<file path="config.mk">
export PLATFORM = sky130hd
export DESIGN_NAME = timer_pair
export DESIGN_NICKNAME = d
export VERILOG_FILES = /design/src/verilog/timer_pair_pkg.sv /design/src/verilog/count_if.sv /design/src/verilog/byte_counter.sv /design/src/verilog/prescaler.sv /design/src/verilog/timer_pair.sv
export SDC_FILE = /design/constraint.sdc
export NUM_CORES = 1
export LEC_CHECK = 0
export BUFFER_PORTS_ARGS = -buffer_cell sky130_fd_sc_hd__clkbuf_2
export CORE_MARGIN = 2
export CORE_UTILIZATION = 60
export DETAILED_ROUTE_END_ITERATION = 8
export PLACE_DENSITY = 0.91
export SLEW_MARGIN = 15
export SYNTH_ARGS = -nofsm -noshare
export SYNTH_HDL_FRONTEND = slang
export SYNTH_SLANG_ARGS = --single-unit
</file>
<file path="constraint.sdc">
create_clock -name pclk -period 4.53 [get_ports pclk]
set_input_delay 0.906 -clock pclk [delete_from_list [all_inputs] [get_ports pclk]]
set_output_delay 0.906 -clock pclk [all_outputs]
set_load 0.01 [all_outputs]
</file>
<file path="src/verilog/timer_pair_pkg.sv">
// Shared constants and types for the cascadable timer/counter pair.
`default_nettype none
package timer_pair_pkg;

   ////////////////////////////////////////////////////////////////////////////////
   // Clock rates. The low-frequency clock is made by dividing pclk.
   localparam int unsigned PCLK_HZ = 250_000_000;
   localparam int unsigned FS_HZ = 32_768;
   localparam int unsigned FS_DIVIDE = PCLK_HZ / FS_HZ;

   ////////////////////////////////////////////////////////////////////////////////
   // Register byte offsets on the APB.
   localparam logic [7:0] ADDR_CTRL_LO = 8'h00;
   localparam logic [7:0] ADDR_CTRL_HI = 8'h04;
   localparam logic [7:0] ADDR_CMP_LO = 8'h08;
   localparam logic [7:0] ADDR_CMP_HI = 8'h0c;
   localparam logic [7:0] ADDR_DUTY_LO = 8'h10;
   localparam logic [7:0] ADDR_DUTY_HI = 8'h14;
   localparam logic [7:0] ADDR_CONFIG = 8'h18;
   localparam logic [7:0] ADDR_STATUS = 8'h1c;

   // Field positions in counter_control_reg.
   localparam int CTRL_FF_BIT = 7;
   localparam int CTRL_CLK_LSB = 4;
   localparam int CTRL_RUN_BIT = 3;
   localparam int CTRL_MODE_LSB = 0;
   localparam int MODE_WIDE_BIT = 2;
   // Field positions in the configuration register.
   localparam int CFG_SLOW_BIT = 0;
   localparam int CFG_TAP_BIT = 1;

   // Reset values.
   localparam logic [7:0] CTRL_RESET = 8'h00;
   localparam logic [7:0] CMP_RESET = 8'hff;
   localparam logic [7:0] DUTY_RESET = 8'h00;
   localparam logic [1:0] CONFIG_RESET = 2'h0;

   // Operating modes of operating_mode_field.
   localparam logic [2:0] MODE_TIMER8 = 3'h0;
   localparam logic [2:0] MODE_DIVIDER = 3'h1;

   // Source clock selections.
   localparam logic [2:0] CLK_SLOWEST = 3'h0;
   localparam logic [2:0] CLK_FC_DIV128 = 3'h1;
   localparam logic [2:0] CLK_FC_DIV32 = 3'h2;
   localparam logic [2:0] CLK_FC_DIV8 = 3'h3;
   localparam logic [2:0] CLK_FS = 3'h4;
   localparam logic [2:0] CLK_FC_DIV2 = 3'h5;
   localparam logic [2:0] CLK_FC = 3'h6;

   // Prescaler tap widths, as powers of two of fc or fs.
   localparam int TAP_FC_SLOWEST = 11;
   localparam int TAP_FC_128 = 7;
   localparam int TAP_FC_32 = 5;
   localparam int TAP_FC_8 = 3;
   localparam int TAP_FS_8 = 3;

   // One-cycle enables made by the prescaler.
   typedef struct packed {
      logic fc_div2;
      logic fc_div8;
      logic fc_div32;
      logic fc_div128;
      logic fc_div2048;
      logic fs;
      logic fs_div8;
   } taps_s;

endpackage : timer_pair_pkg
`default_nettype wire

</file>
<file path="src/verilog/count_if.sv">
// Carrier between the pair's control logic and one 8-bit up-counter.
`timescale 1ns/1ps
`default_nettype none
interface count_if;
   logic tick;
   logic clear;
   logic wrap;
   logic [7:0] count;
   modport owner(input tick, input clear, output wrap, output count);
   modport user(output tick, output clear, input wrap, input count);
endinterface : count_if
`default_nettype wire

</file>
<file path="src/verilog/byte_counter.sv">
// One 8-bit up-counter with clear priority and an overflow pulse.
`timescale 1ns/1ps
`default_nettype none
module byte_counter (
   input wire logic pclk,
   input wire logic presetn,
   count_if.owner cnt
);

   typedef struct packed {
      logic [7:0] count;
   } state_s;

   state_s cur;
   state_s next_cur;

   // Clear beats a tick, so a match never leaves a stray count behind.
   always_comb begin
      next_cur = cur;
      if (cnt.clear) begin
         next_cur.count = 8'h00;
      end else if (cnt.tick) begin
         next_cur.count = cur.count + 8'h01;
      end
   end

   always_ff @(posedge pclk or negedge presetn) begin
      if (!presetn) begin
         cur <= '0;
      end else begin
         cur <= next_cur;
      end
   end

   // The wrap pulse clocks the upper byte when the pair is cascaded.
   assign cnt.count = cur.count;
   assign cnt.wrap = cnt.tick & ~cnt.clear & (cur.count == 8'hff);

endmodule : byte_counter
`default_nettype wire

</file>
<file path="src/verilog/prescaler.sv">
// Prescaler making fc and fs based one-cycle count enables.
`timescale 1ns/1ps
`default_nettype none
module prescaler
   import timer_pair_pkg::*;
#(
   parameter int unsigned FS_DIV = FS_DIVIDE
) (
   input wire logic pclk,
   input wire logic presetn,
   output taps_s taps
);

   typedef struct packed {
      logic [TAP_FC_SLOWEST-1:0] fc_cnt;
      logic [15:0] fs_cnt;
      logic [TAP_FS_8-1:0] fs8_cnt;
      taps_s taps;
   } state_s;

   localparam logic [15:0] FS_LAST = 16'(FS_DIV - 1);

   state_s cur;
   state_s next_cur;

   // fc enables fire when all low bits of the free-running count are ones; fs enables fire at FS_LAST.
   always_comb begin
      next_cur = cur;
      next_cur.fc_cnt = cur.fc_cnt + 11'h001;
      next_cur.taps.fc_div2 = &cur.fc_cnt[0];
      next_cur.taps.fc_div8 = &cur.fc_cnt[TAP_FC_8-1:0];
      next_cur.taps.fc_div32 = &cur.fc_cnt[TAP_FC_32-1:0];
      next_cur.taps.fc_div128 = &cur.fc_cnt[TAP_FC_128-1:0];
      next_cur.taps.fc_div2048 = &cur.fc_cnt;
      next_cur.taps.fs = (cur.fs_cnt == FS_LAST);
      next_cur.taps.fs_div8 = (cur.fs_cnt == FS_LAST) & (&cur.fs8_cnt);
      if (cur.fs_cnt == FS_LAST) begin
         next_cur.fs_cnt = 16'h0000;
         next_cur.fs8_cnt = cur.fs8_cnt + 3'h1;
      end else begin
         next_cur.fs_cnt = cur.fs_cnt + 16'h0001;
      end
   end

   always_ff @(posedge pclk or negedge presetn) begin
      if (!presetn) begin
         cur <= '0;
      end else begin
         cur <= next_cur;
      end
   end

   assign taps = cur.taps;

endmodule : prescaler
`default_nettype wire

</file>
<file path="src/verilog/timer_pair.sv">
// Top of the cascadable timer/counter pair with its APB register file.
//
// Our own choices: the APB register port and the register addresses.
`timescale 1ns/1ps
`default_nettype none

////////////////////////////////////////////////////////////////////////////////
// How it works
// - Timer mode counts selected clock; on match interrupt, clear, keep counting.
// - Timer compare register has no shadow; writes act at once.
// - Event mode counts each falling edge of the event pin.
// - Event mode match interrupts and clears, then counts later edges.
// - Event compare register has no shadow; writes act at once.
// - Divider mode counts clock; match toggles flip-flop, clears, interrupts.
// - Divider pin always shows the inverse of the flip-flop.
// - Software presets the flip-flop only while the byte is stopped; reset clears it to 0.
// - Divider output is a 50% square wave, half period one interval.
// - Slow mode offers only fs/2^3, fs and pin sources.
// - In 16-bit modes the upper byte counts lower overflows.
// - Three-bit mode field selects 8-bit, divider, and 16-bit modes.
module timer_pair
   import timer_pair_pkg::*;
#(
   parameter int unsigned FS_DIV = FS_DIVIDE
) (
   input wire logic pclk,
   input wire logic presetn,
   input wire logic psel,
   input wire logic penable,
   input wire logic pwrite,
   input wire logic [7:0] paddr,
   input wire logic [31:0] pwdata,
   output logic [31:0] prdata,
   output logic pready,
   output logic pslverr,
   input wire logic event_input_pin_lo,
   input wire logic event_input_pin_hi,
   output logic divider_output_pin_lo,
   output logic divider_output_pin_hi,
   output logic match_interrupt_lo,
   output logic match_interrupt_hi
);

   ////////////////////////////////////////////////////////////////////////////////
   // State and sub-blocks.
   typedef struct packed {
      logic [7:0] ctrl_lo;
      logic [7:0] ctrl_hi;
      logic [7:0] cmp_lo;
      logic [7:0] cmp_hi;
      logic [7:0] duty_lo;
      logic [7:0] duty_hi;
      logic [1:0] config_bits;
      logic ff_lo;
      logic ff_hi;
      logic [2:0] sync_lo;
      logic [2:0] sync_hi;
      logic match_lo;
      logic match_hi;
      logic pin_lo;
      logic pin_hi;
      logic pready;
      logic pslverr;
      logic [31:0] prdata;
   } state_s;

   localparam state_s STATE_RESET = '{
      ctrl_lo: CTRL_RESET,
      ctrl_hi: CTRL_RESET,
      cmp_lo: CMP_RESET,
      cmp_hi: CMP_RESET,
      duty_lo: DUTY_RESET,
      duty_hi: DUTY_RESET,
      config_bits: CONFIG_RESET,
      pin_lo: 1'b1,
      pin_hi: 1'b1,
      default: '0
   };

   state_s cur;
   state_s next_cur;
   taps_s taps;
   logic tick_lo;
   logic tick_hi;
   logic clear_lo;
   logic clear_hi;

   count_if lo_if();
   count_if hi_if();

   prescaler #(
      .FS_DIV(FS_DIV)
   ) u_prescaler (
      .pclk(pclk),
      .presetn(presetn),
      .taps(taps)
   );

   byte_counter u_lower (
      .pclk(pclk),
      .presetn(presetn),
      .cnt(lo_if.owner)
   );

   byte_counter u_upper (
      .pclk(pclk),
      .presetn(presetn),
      .cnt(hi_if.owner)
   );

   assign lo_if.tick = tick_lo;
   assign lo_if.clear = clear_lo;
   assign hi_if.tick = tick_hi;
   assign hi_if.clear = clear_hi;

   ////////////////////////////////////////////////////////////////////////////////
   // Source clock choice for one byte.
   // In slow mode the fc taps are dead, so only fs based and pin sources count.
   function automatic logic pick_source(input logic [2:0] sel, input logic fell,
                                        input logic slow, input logic tap_fs,
                                        input taps_s t);
      logic hit;
      hit = 1'b0;
      case (sel)
         CLK_SLOWEST: hit = (slow | tap_fs) ? t.fs_div8 : t.fc_div2048;
         CLK_FC_DIV128: hit = ~slow & t.fc_div128;
         CLK_FC_DIV32: hit = ~slow & t.fc_div32;
         CLK_FC_DIV8: hit = ~slow & t.fc_div8;
         CLK_FS: hit = t.fs;
         CLK_FC_DIV2: hit = ~slow & t.fc_div2;
         CLK_FC: hit = ~slow;
         default: hit = fell;
      endcase
      return hit;
   endfunction : pick_source

   ////////////////////////////////////////////////////////////////////////////////
   // Counting, matching and the output flip-flops.
   logic wide;
   logic run_lo;
   logic run_hi;
   logic src_lo;
   logic src_hi;
   logic fell_lo;
   logic fell_hi;
   logic hit_lo;
   logic hit_hi;
   logic hit_wide;
   logic [15:0] count_wide;
   logic [15:0] cmp_wide;
   logic [2:0] mode_lo;
   logic [2:0] mode_hi;

   // Edge detection reads only the second and third synchroniser stages.
   assign fell_lo = cur.sync_lo[2] & ~cur.sync_lo[1];
   assign fell_hi = cur.sync_hi[2] & ~cur.sync_hi[1];
   assign mode_lo = cur.ctrl_lo[CTRL_MODE_LSB +: 3];
   assign mode_hi = cur.ctrl_hi[CTRL_MODE_LSB +: 3];
   assign wide = mode_hi[MODE_WIDE_BIT];
   assign count_wide = {hi_if.count, lo_if.count};
   assign cmp_wide = {cur.cmp_hi, cur.cmp_lo};

   // A byte runs only in the modes this block counts in; PWM and reserved stop it.
   always_comb begin
      run_lo = 1'b0;
      run_hi = 1'b0;
      if (wide) begin
         run_lo = cur.ctrl_hi[CTRL_RUN_BIT];
      end else begin
         run_lo = cur.ctrl_lo[CTRL_RUN_BIT] &
                  ((mode_lo == MODE_TIMER8) | (mode_lo == MODE_DIVIDER));
         run_hi = cur.ctrl_hi[CTRL_RUN_BIT] &
                  ((mode_hi == MODE_TIMER8) | (mode_hi == MODE_DIVIDER));
      end
   end

   // Compare values are read live from the registers, with no shadow stage.
   always_comb begin
      src_lo = pick_source(cur.ctrl_lo[CTRL_CLK_LSB +: 3], fell_lo,
                           cur.config_bits[CFG_SLOW_BIT], cur.config_bits[CFG_TAP_BIT],
                           taps);
      src_hi = pick_source(cur.ctrl_hi[CTRL_CLK_LSB +: 3], fell_hi,
                           cur.config_bits[CFG_SLOW_BIT], cur.config_bits[CFG_TAP_BIT],
                           taps);
      tick_lo = run_lo & src_lo;
      hit_wide = wide & tick_lo & ((count_wide + 16'h0001) == cmp_wide);
      hit_lo = ~wide & tick_lo & ((lo_if.count + 8'h01) == cur.cmp_lo);
      tick_hi = wide ? lo_if.wrap : (run_hi & src_hi);
      hit_hi = ~wide & tick_hi & ((hi_if.count + 8'h01) == cur.cmp_hi);
      clear_lo = ~run_lo | hit_lo | hit_wide;
      clear_hi = (wide ? ~run_lo : ~run_hi) | hit_hi | hit_wide;
   end

   ////////////////////////////////////////////////////////////////////////////////
   // Next state: synchronisers, flip-flops, pins, interrupts and the APB slave.
   logic acc;
   logic wr_now;
   logic mapped;
   logic [31:0] rd_word;

   assign acc = psel & penable;
   assign wr_now = acc & pwrite & cur.pready;

   // Address decode; unaligned or unknown offsets answer with an error.
   always_comb begin
      mapped = 1'b1;
      rd_word = 32'h0000_0000;
      if (paddr == ADDR_CTRL_LO) begin
         rd_word = {24'h00_0000, cur.ctrl_lo};
      end else if (paddr == ADDR_CTRL_HI) begin
         rd_word = {24'h00_0000, cur.ctrl_hi};
      end else if (paddr == ADDR_CMP_LO) begin
         rd_word = {24'h00_0000, cur.cmp_lo};
      end else if (paddr == ADDR_CMP_HI) begin
         rd_word = {24'h00_0000, cur.cmp_hi};
      end else if (paddr == ADDR_DUTY_LO) begin
         rd_word = {24'h00_0000, cur.duty_lo};
      end else if (paddr == ADDR_DUTY_HI) begin
         rd_word = {24'h00_0000, cur.duty_hi};
      end else if (paddr == ADDR_CONFIG) begin
         rd_word = {30'h0000_0000, cur.config_bits};
      end else if (paddr == ADDR_STATUS) begin
         rd_word = {14'h0000, cur.ff_hi, cur.ff_lo, hi_if.count, lo_if.count};
      end else begin
         mapped = 1'b0;
      end
   end

   always_comb begin
      next_cur = cur;
      next_cur.sync_lo = {cur.sync_lo[1:0], event_input_pin_lo};
      next_cur.sync_hi = {cur.sync_hi[1:0], event_input_pin_hi};

      // Divider mode toggles on each match, so each half period is one interval.
      if (~wide & (mode_lo == MODE_DIVIDER) & hit_lo) begin
         next_cur.ff_lo = ~cur.ff_lo;
      end
      if (~wide & (mode_hi == MODE_DIVIDER) & hit_hi) begin
         next_cur.ff_hi = ~cur.ff_hi;
      end

      // The match interrupt is a one-cycle pulse per compare match.
      next_cur.match_lo = hit_lo;
      next_cur.match_hi = hit_hi | hit_wide;

      // One wait cycle, then pready for exactly one cycle.
      next_cur.pready = acc & ~cur.pready;
      next_cur.pslverr = acc & ~cur.pready & ~mapped;
      if (acc & ~cur.pready & ~pwrite) begin
         next_cur.prdata = rd_word;
      end

      // Writes land on the edge that sees pready high.
      if (wr_now & mapped) begin
         if (paddr == ADDR_CTRL_LO) begin
            next_cur.ctrl_lo = pwdata[7:0];
            if (~cur.ctrl_lo[CTRL_RUN_BIT]) begin
               next_cur.ff_lo = pwdata[CTRL_FF_BIT];
            end
         end else if (paddr == ADDR_CTRL_HI) begin
            next_cur.ctrl_hi = pwdata[7:0];
            if (~cur.ctrl_hi[CTRL_RUN_BIT]) begin
               next_cur.ff_hi = pwdata[CTRL_FF_BIT];
            end
         end else if (paddr == ADDR_CMP_LO) begin
            next_cur.cmp_lo = pwdata[7:0];
         end else if (paddr == ADDR_CMP_HI) begin
            next_cur.cmp_hi = pwdata[7:0];
         end else if (paddr == ADDR_DUTY_LO) begin
            next_cur.duty_lo = pwdata[7:0];
         end else if (paddr == ADDR_DUTY_HI) begin
            next_cur.duty_hi = pwdata[7:0];
         end else if (paddr == ADDR_CONFIG) begin
            next_cur.config_bits = pwdata[1:0];
         end
      end

      // Pins are registered copies of the inverted next flip-flop level.
      next_cur.pin_lo = ~next_cur.ff_lo;
      next_cur.pin_hi = ~next_cur.ff_hi;
   end

   // Reset clears both flip-flops, so both divider pins start high.
   always_ff @(posedge pclk or negedge presetn) begin
      if (!presetn) begin
         cur <= STATE_RESET;
      end else begin
         cur <= next_cur;
      end
   end

   assign prdata = cur.prdata;
   assign pready = cur.pready;
   assign pslverr = cur.pslverr;
   assign divider_output_pin_lo = cur.pin_lo;
   assign divider_output_pin_hi = cur.pin_hi;
   assign match_interrupt_lo = cur.match_lo;
   assign match_interrupt_hi = cur.match_hi;

endmodule : timer_pair
`default_nettype wire

</file>
== After elaboration in Yosys (flattened, before gate mapping) ==
Cells that the tools add are included.

* Bits in registers: 149
* Input bits: 47
* Memories: 0
* Bits in writable memories: 0
* Bits in latches: 0
* ROM bits: 0

* $add $sub $neg: 6
* Order comparisons: 0
* Equality and inequality tests: 26
* Reductions and logical operators: 19
* Bitwise operators: 58
* Muxes and demuxes: 36
* Shift-type cells: 0
* Multipliers: 0
* Divide/modulo/power cells: 0

{| class="wikitable"
|+ Operators with widths
! kind !! number
|-
| $mux W18 || 8
|-
| $add A16 B1 Y16 const B || 2
|-
| $eq A8 B5 Y1 const B || 4
|-
| $mux W8 || 4
|-
| $and A1 B1 Y1 || 30
|-
| $mux W1 || 20
|-
| $not A1 Y1 || 20
|-
| $eq A3 B3 Y1 const B || 6
|-
| $add A8 B1 Y8 const B || 2
|-
| $eq A16 B13 Y1 const B || 1
|-
| $eq A16 B16 Y1 || 1
|-
| $eq A8 B4 Y1 const B || 2
|-
| $eq A8 B8 Y1 || 2
|-
| $mux W16 || 1
|-
| $pmux W1 S7 || 2
|-
| $reduce_and A7 Y1 || 2
|-
| $eq A3 B1 Y1 const B || 4
|-
| $eq A3 B2 Y1 const B || 4
|-
| $logic_not A3 Y1 || 4
|-
| $add A11 B1 Y11 const B || 1
|-
| $reduce_and A11 Y1 || 1
|-
| $reduce_and A5 Y1 || 2
|-
| $reduce_and A3 Y1 || 3
|-
| $eq A8 B3 Y1 const B || 1
|-
| 10 further kinds || 18
|}

== Depth between registers and ports, before layout ==
* Depth after elaboration: 22
* Depth in mapped cells: 10

== By module ==
From an unflattened synthesis, not the netlist that was laid out.

* Cells, all modules: 657
* Area total of the unflattened synthesis: 7199.4 µm²

{| class="wikitable"
|+ Modules (own cells, without submodules)
! module !! instances !! cells an instance !! area each (µm²) !! sequential area each (µm²)
|-
| timer_pair || 1 || 447 || 4788.3 || 2074.5
|-
| prescaler || 1 || 132 || 1602.8 || 925.9
|-
| byte_counter || 2 || 39 || 404.1 || 200.2
|}

== Worst setup path before layout ==
OpenSTA, ideal clock, no wires.

* Kind: input-to-reg
* Start point: input paddr[0]
* End point: register cur[45] (netlist name)
* Buffers on the path: 1
* Library setup time: 0.127 ns
* Stages: 6
* Data required time: 4.403 ns
* Data arrival time: 2.813 ns
* Slack: 1.590 ns
* Path through: or4_4 -> or3_1 -> buf_6 -> nor4_4 -> nand3b_2 -> mux2_1

{| class="wikitable"
|+ RTL lines
! element !! RTL line !! source
|-
| start, declared || timer_pair.sv:31 || <nowiki>input wire logic [7:0] paddr,</nowiki>
|-
| end signal, assigned || timer_pair.sv:288 || <nowiki>cur <= next_cur;</nowiki>
|-
| end, declared || timer_pair.sv:80 || <nowiki>state_s cur;</nowiki>
|}

==> flow_metrics.tcl <==
set metrics [dict create \
    status "finished clean" \
    swShare 0.2207 \
    yosys.area.top_type "dfrtp_1" \
    area_growth_syn_to_layout_pct 10.34 \
    cp_slowest_cell "dfrtp_1" \
    synth-compound-area-share 0.09735 \
    synth_top_family_by_area "simple AND/OR/NAND/NOR gates" \
    die_w_um 112.6 \
    vdd_drop_max_v 0.0002837 \
    syn_inst 663 \
    num-nets-final 736 \
    cts_tree "yes" \
    synth_cell_types 67 \
    critPathMaxStageDelay_ns 0.62 \
    synth_top_area_share 0.4134 \
    cts.sinks 135 \
    r2r_setup_slack_ns 1.42 \
    min_path_type "register to register" \
    hpwl_mm 11.06 \
    grt_pass1_wl_mm 26.27 \
    wirelength_mm 16.00 \
    ys_ff_latch 135 \
    synth-simple-area-share 0.1631 \
    max_slew.worst_pin.slew_ns 0.8867 \
    clock_skew_ns 0.009151 \
    reg2reg_from "u_upper.cnt.count[2]" \
    syn_avg_cell_area_um2 10.68 \
    r2r_cells 7 \
    yosys-mux-area-fraction 0.1239 \
    die_area_um2 12690 \
    cellPowerDensity_nw_per_um2 348.6 \
    viasPerCell 6.347 \
    relSlewSlack 0.4077 \
    crit_buf_inv 0 \
    antenna_found_initial 0 \
    worst_r2r_endpoint "divider_output_pin_hi" \
    num_io_pins 85 \
    vias 5306 \
    path_delay_family "simple AND/OR/NAND/NOR gates" \
    wl_met3_mm 1.201 \
    synth_flop_cell "dfrtp_1" \
    n_antenna_cell 0 \
    synth_area_leaders "dfrtp_1 (41%), mux2_2 (8.0%), dfstp_2 (6.7%)" \
    internal_power_mw 2.123 \
    clock.fmax_mhz 321.8 \
    cts_buffers 17 \
    seq_area_frac_synth 0.4802 \
    cts-htree-levels 4 \
    cp_data_required_time_ns 4.88 \
    cts.clk_slew.worst_paths_ns 0.06 \
    cp.depth 7 \
    synth_edf_count 0 \
    io_buffer_count 46 \
    core_um2 11470 \
    globalRouteOverflowTotal 0 \
    startpoint "u_upper.cnt.count[2]" \
    top_layer_used "met4" \
    track_usage 0.2616 \
    gp_congestion 0.9591 \
    route.met2.wl_mm 7.997 \
    clk_latency_ns 0.42 \
    post_cts_buffers 0 \
    crit_arrival_ns 3.45 \
    grt_max_degree 76 \
    setup_violations 0 \
    cp-endpoint "divider_output_pin_hi" \
    finalCriticalPeriod_ns 3.108 \
    drc 0 \
    synthesis.area_um2 7082 \
    synth-xor-area-share 0.05936 \
    drt_pass1_iterations 6 \
    synthAdderAreaFrac 0.01590 \
    p_sw_mw 0.6012 \
    first_iter_violations 497 \
    m1WireLength_mm 6.248 \
    total_power_mw 2.724 \
    crit_type "register to register" \
    num_rows 39 \
    drv_slew 0 \
    hold_violations 0 \
    final_antenna_net_count 0 \
    fin_setup_tns_ns 0 \
    chipHeight_um 112.6 \
    rsz0062_at_grt "false" \
    wl_per_cell_um 19.14 \
    start_kind "register" \
    path_max_fanout 16 \
    drive_above_1_share 0.2453 \
    seq_power_share 0.447 \
    cap_violations 0 \
    power_leakage_nw 3.570 \
    ys_async_sr_fraction 1.000 \
    end_kind "register" \
    start_util 0.6176 \
    clockPowerShare 0.521 \
    first_global_vias 5278 \
    cts_resized 0 \
    yosysWarningCount 0 \
    finalCritPeriodShare 0.6861 \
    cts.root.buffer_cell "clkbuf_16" \
    power_frac_comb 0.032 \
    clock_path_buffers 2 \
    crit_chain "nand3_1 > or3_1 > nor4b_1 > a31o_2 > nand3_1 > or3_1 > a31o_2" \
    hold_buffers 0 \
]
==> kinds of logic after synthesis <==
family	Yosys count
AO/OA/AOI/OAI	101
XOR/XNOR	48
flip-flops	135
multiplexers	75
buffers and inverters	75
AND/OR/NAND/NOR	219
other	1
adder cells (fa/ha/maj)	9
==> cells in the final DEF, fill, tap and decap left out, drive strengths merged, types with 12 or more instances in the layout <==
cell / n
inv: 18
dfstp: 18
nor2: 43
and3: 14
clkbuf: 64
nand2: 58
a21oi: 12
mux2i: 19
xnor2: 21
nand4: 12
mux2: 51
o21ai: 33
dfrtp: 117
xor2: 27
conb: 14
nand3: 29
==> how the worst min path moves through the flow <==
stage | from | endpoint | slack (ns) | depth (start not counted)
floorplan | cur[38] | cur[39] | 0.33 | 0
global placement | cur[41] | cur[42] | 0.34 | 0
detailed placement | cur[38] | cur[39] | 0.34 | 0
CTS | cur[38] | cur[39] | 0.36 | 0
global route | cur[38] | cur[39] | 0.37 | 0
finish | cur[38] | cur[39] | 0.35 | 0
==> synth_stat cells, types with 3 or more instances <==
| cell | number |
|---|---|
| o22ai_1 | 3 |
| a21boi_0 | 3 |
| o21ai_0 | 31 |
| inv_1 | 13 |
| and4_1 | 4 |
| or3_1 | 9 |
| nor2_1 | 43 |
| nand3b_1 | 3 |
| nor2b_1 | 6 |
| nor3_1 | 8 |
| a21oi_1 | 12 |
| or4b_2 | 4 |
| a22o_1 | 10 |
| dfrtp_1 | 117 |
| a22oi_1 | 6 |
| xnor2_1 | 21 |
| nand2_1 | 58 |
| clkbuf_1 | 20 |
| and2_1 | 6 |
| a31oi_1 | 10 |
| ha_1 | 9 |
| buf_4 | 33 |
| and3_1 | 14 |
| dfstp_2 | 18 |
| xor2_1 | 27 |
| mux2i_1 | 19 |
| mux2_2 | 50 |
| nand4_1 | 12 |
| nor4_1 | 5 |
| mux4_2 | 5 |
| nand3_1 | 29 |
| buf_2 | 8 |
==> power by group through the flow <==
stage	clock network [mW]	logic (mW)	registers (mW)
floorplan	0	0.0454	1.24
global placement	0	0.0828	1.24
detailed placement	0	0.0859	1.24
CTS	1.44	0.0870	1.22
global route	1.48	0.0959	1.22
finish	1.42	0.0877	1.22
==> state kept, by name, summed over array words and instances, names as in the netlist <==
signal	cells
u_lower.cnt.count	8
match_interrupt_lo	1
match_interrupt_hi	1
u_prescaler.taps	7
pslverr	1
u_upper.cnt.count	8
pready	1
prdata	18
divider_output_pin_hi	1
cmp_wide	16
cur	42
divider_output_pin_lo	1
u_prescaler.cur	30
==> final cells by class <==
type                    count  area [um2]
clock buffers              19       442.9
clock inverters            13       167.7
fillers                   738        3654
inverters                  13       48.80
multi-input cells         466        3322
flip-flops and latches    135        3401
well taps                 143       178.9
repair buffers             47       252.7
==> metal layers <==
| metal | vias up | track usage |
|---|---|---|
| li1 | 2375 | - |
| met3 | 61 | 0.06695 |
| met2 | 284 | 0.4371 |
| met5 | - | 0 |
| met1 | 2586 | 0.3208 |
| met4 | 0 | 0.1187 |
==> per-stage QoR <==
| step | util | hold slack, ns | instances | area [um2] | setup WS (ns) |
|---|---|---|---|---|---|
| detailed placement | 0.6274 | 0.3417 | 804 | 7194 | 1.216 |
| finish | 0.6814 | 0.3527 | 836 | 7814 | 1.422 |
| global route | 0.6814 | 0.3680 | 836 | 7814 | 1.078 |
| CTS | 0.6806 | 0.3559 | 836 | 7805 | 1.439 |
| global placement | 0.6274 | 0.3377 | 804 | 7194 | 1.248 |
| floorplan | - | 0.3312 | 676 | 7131 | 1.590 |
(Power assumes the default switching activity.)
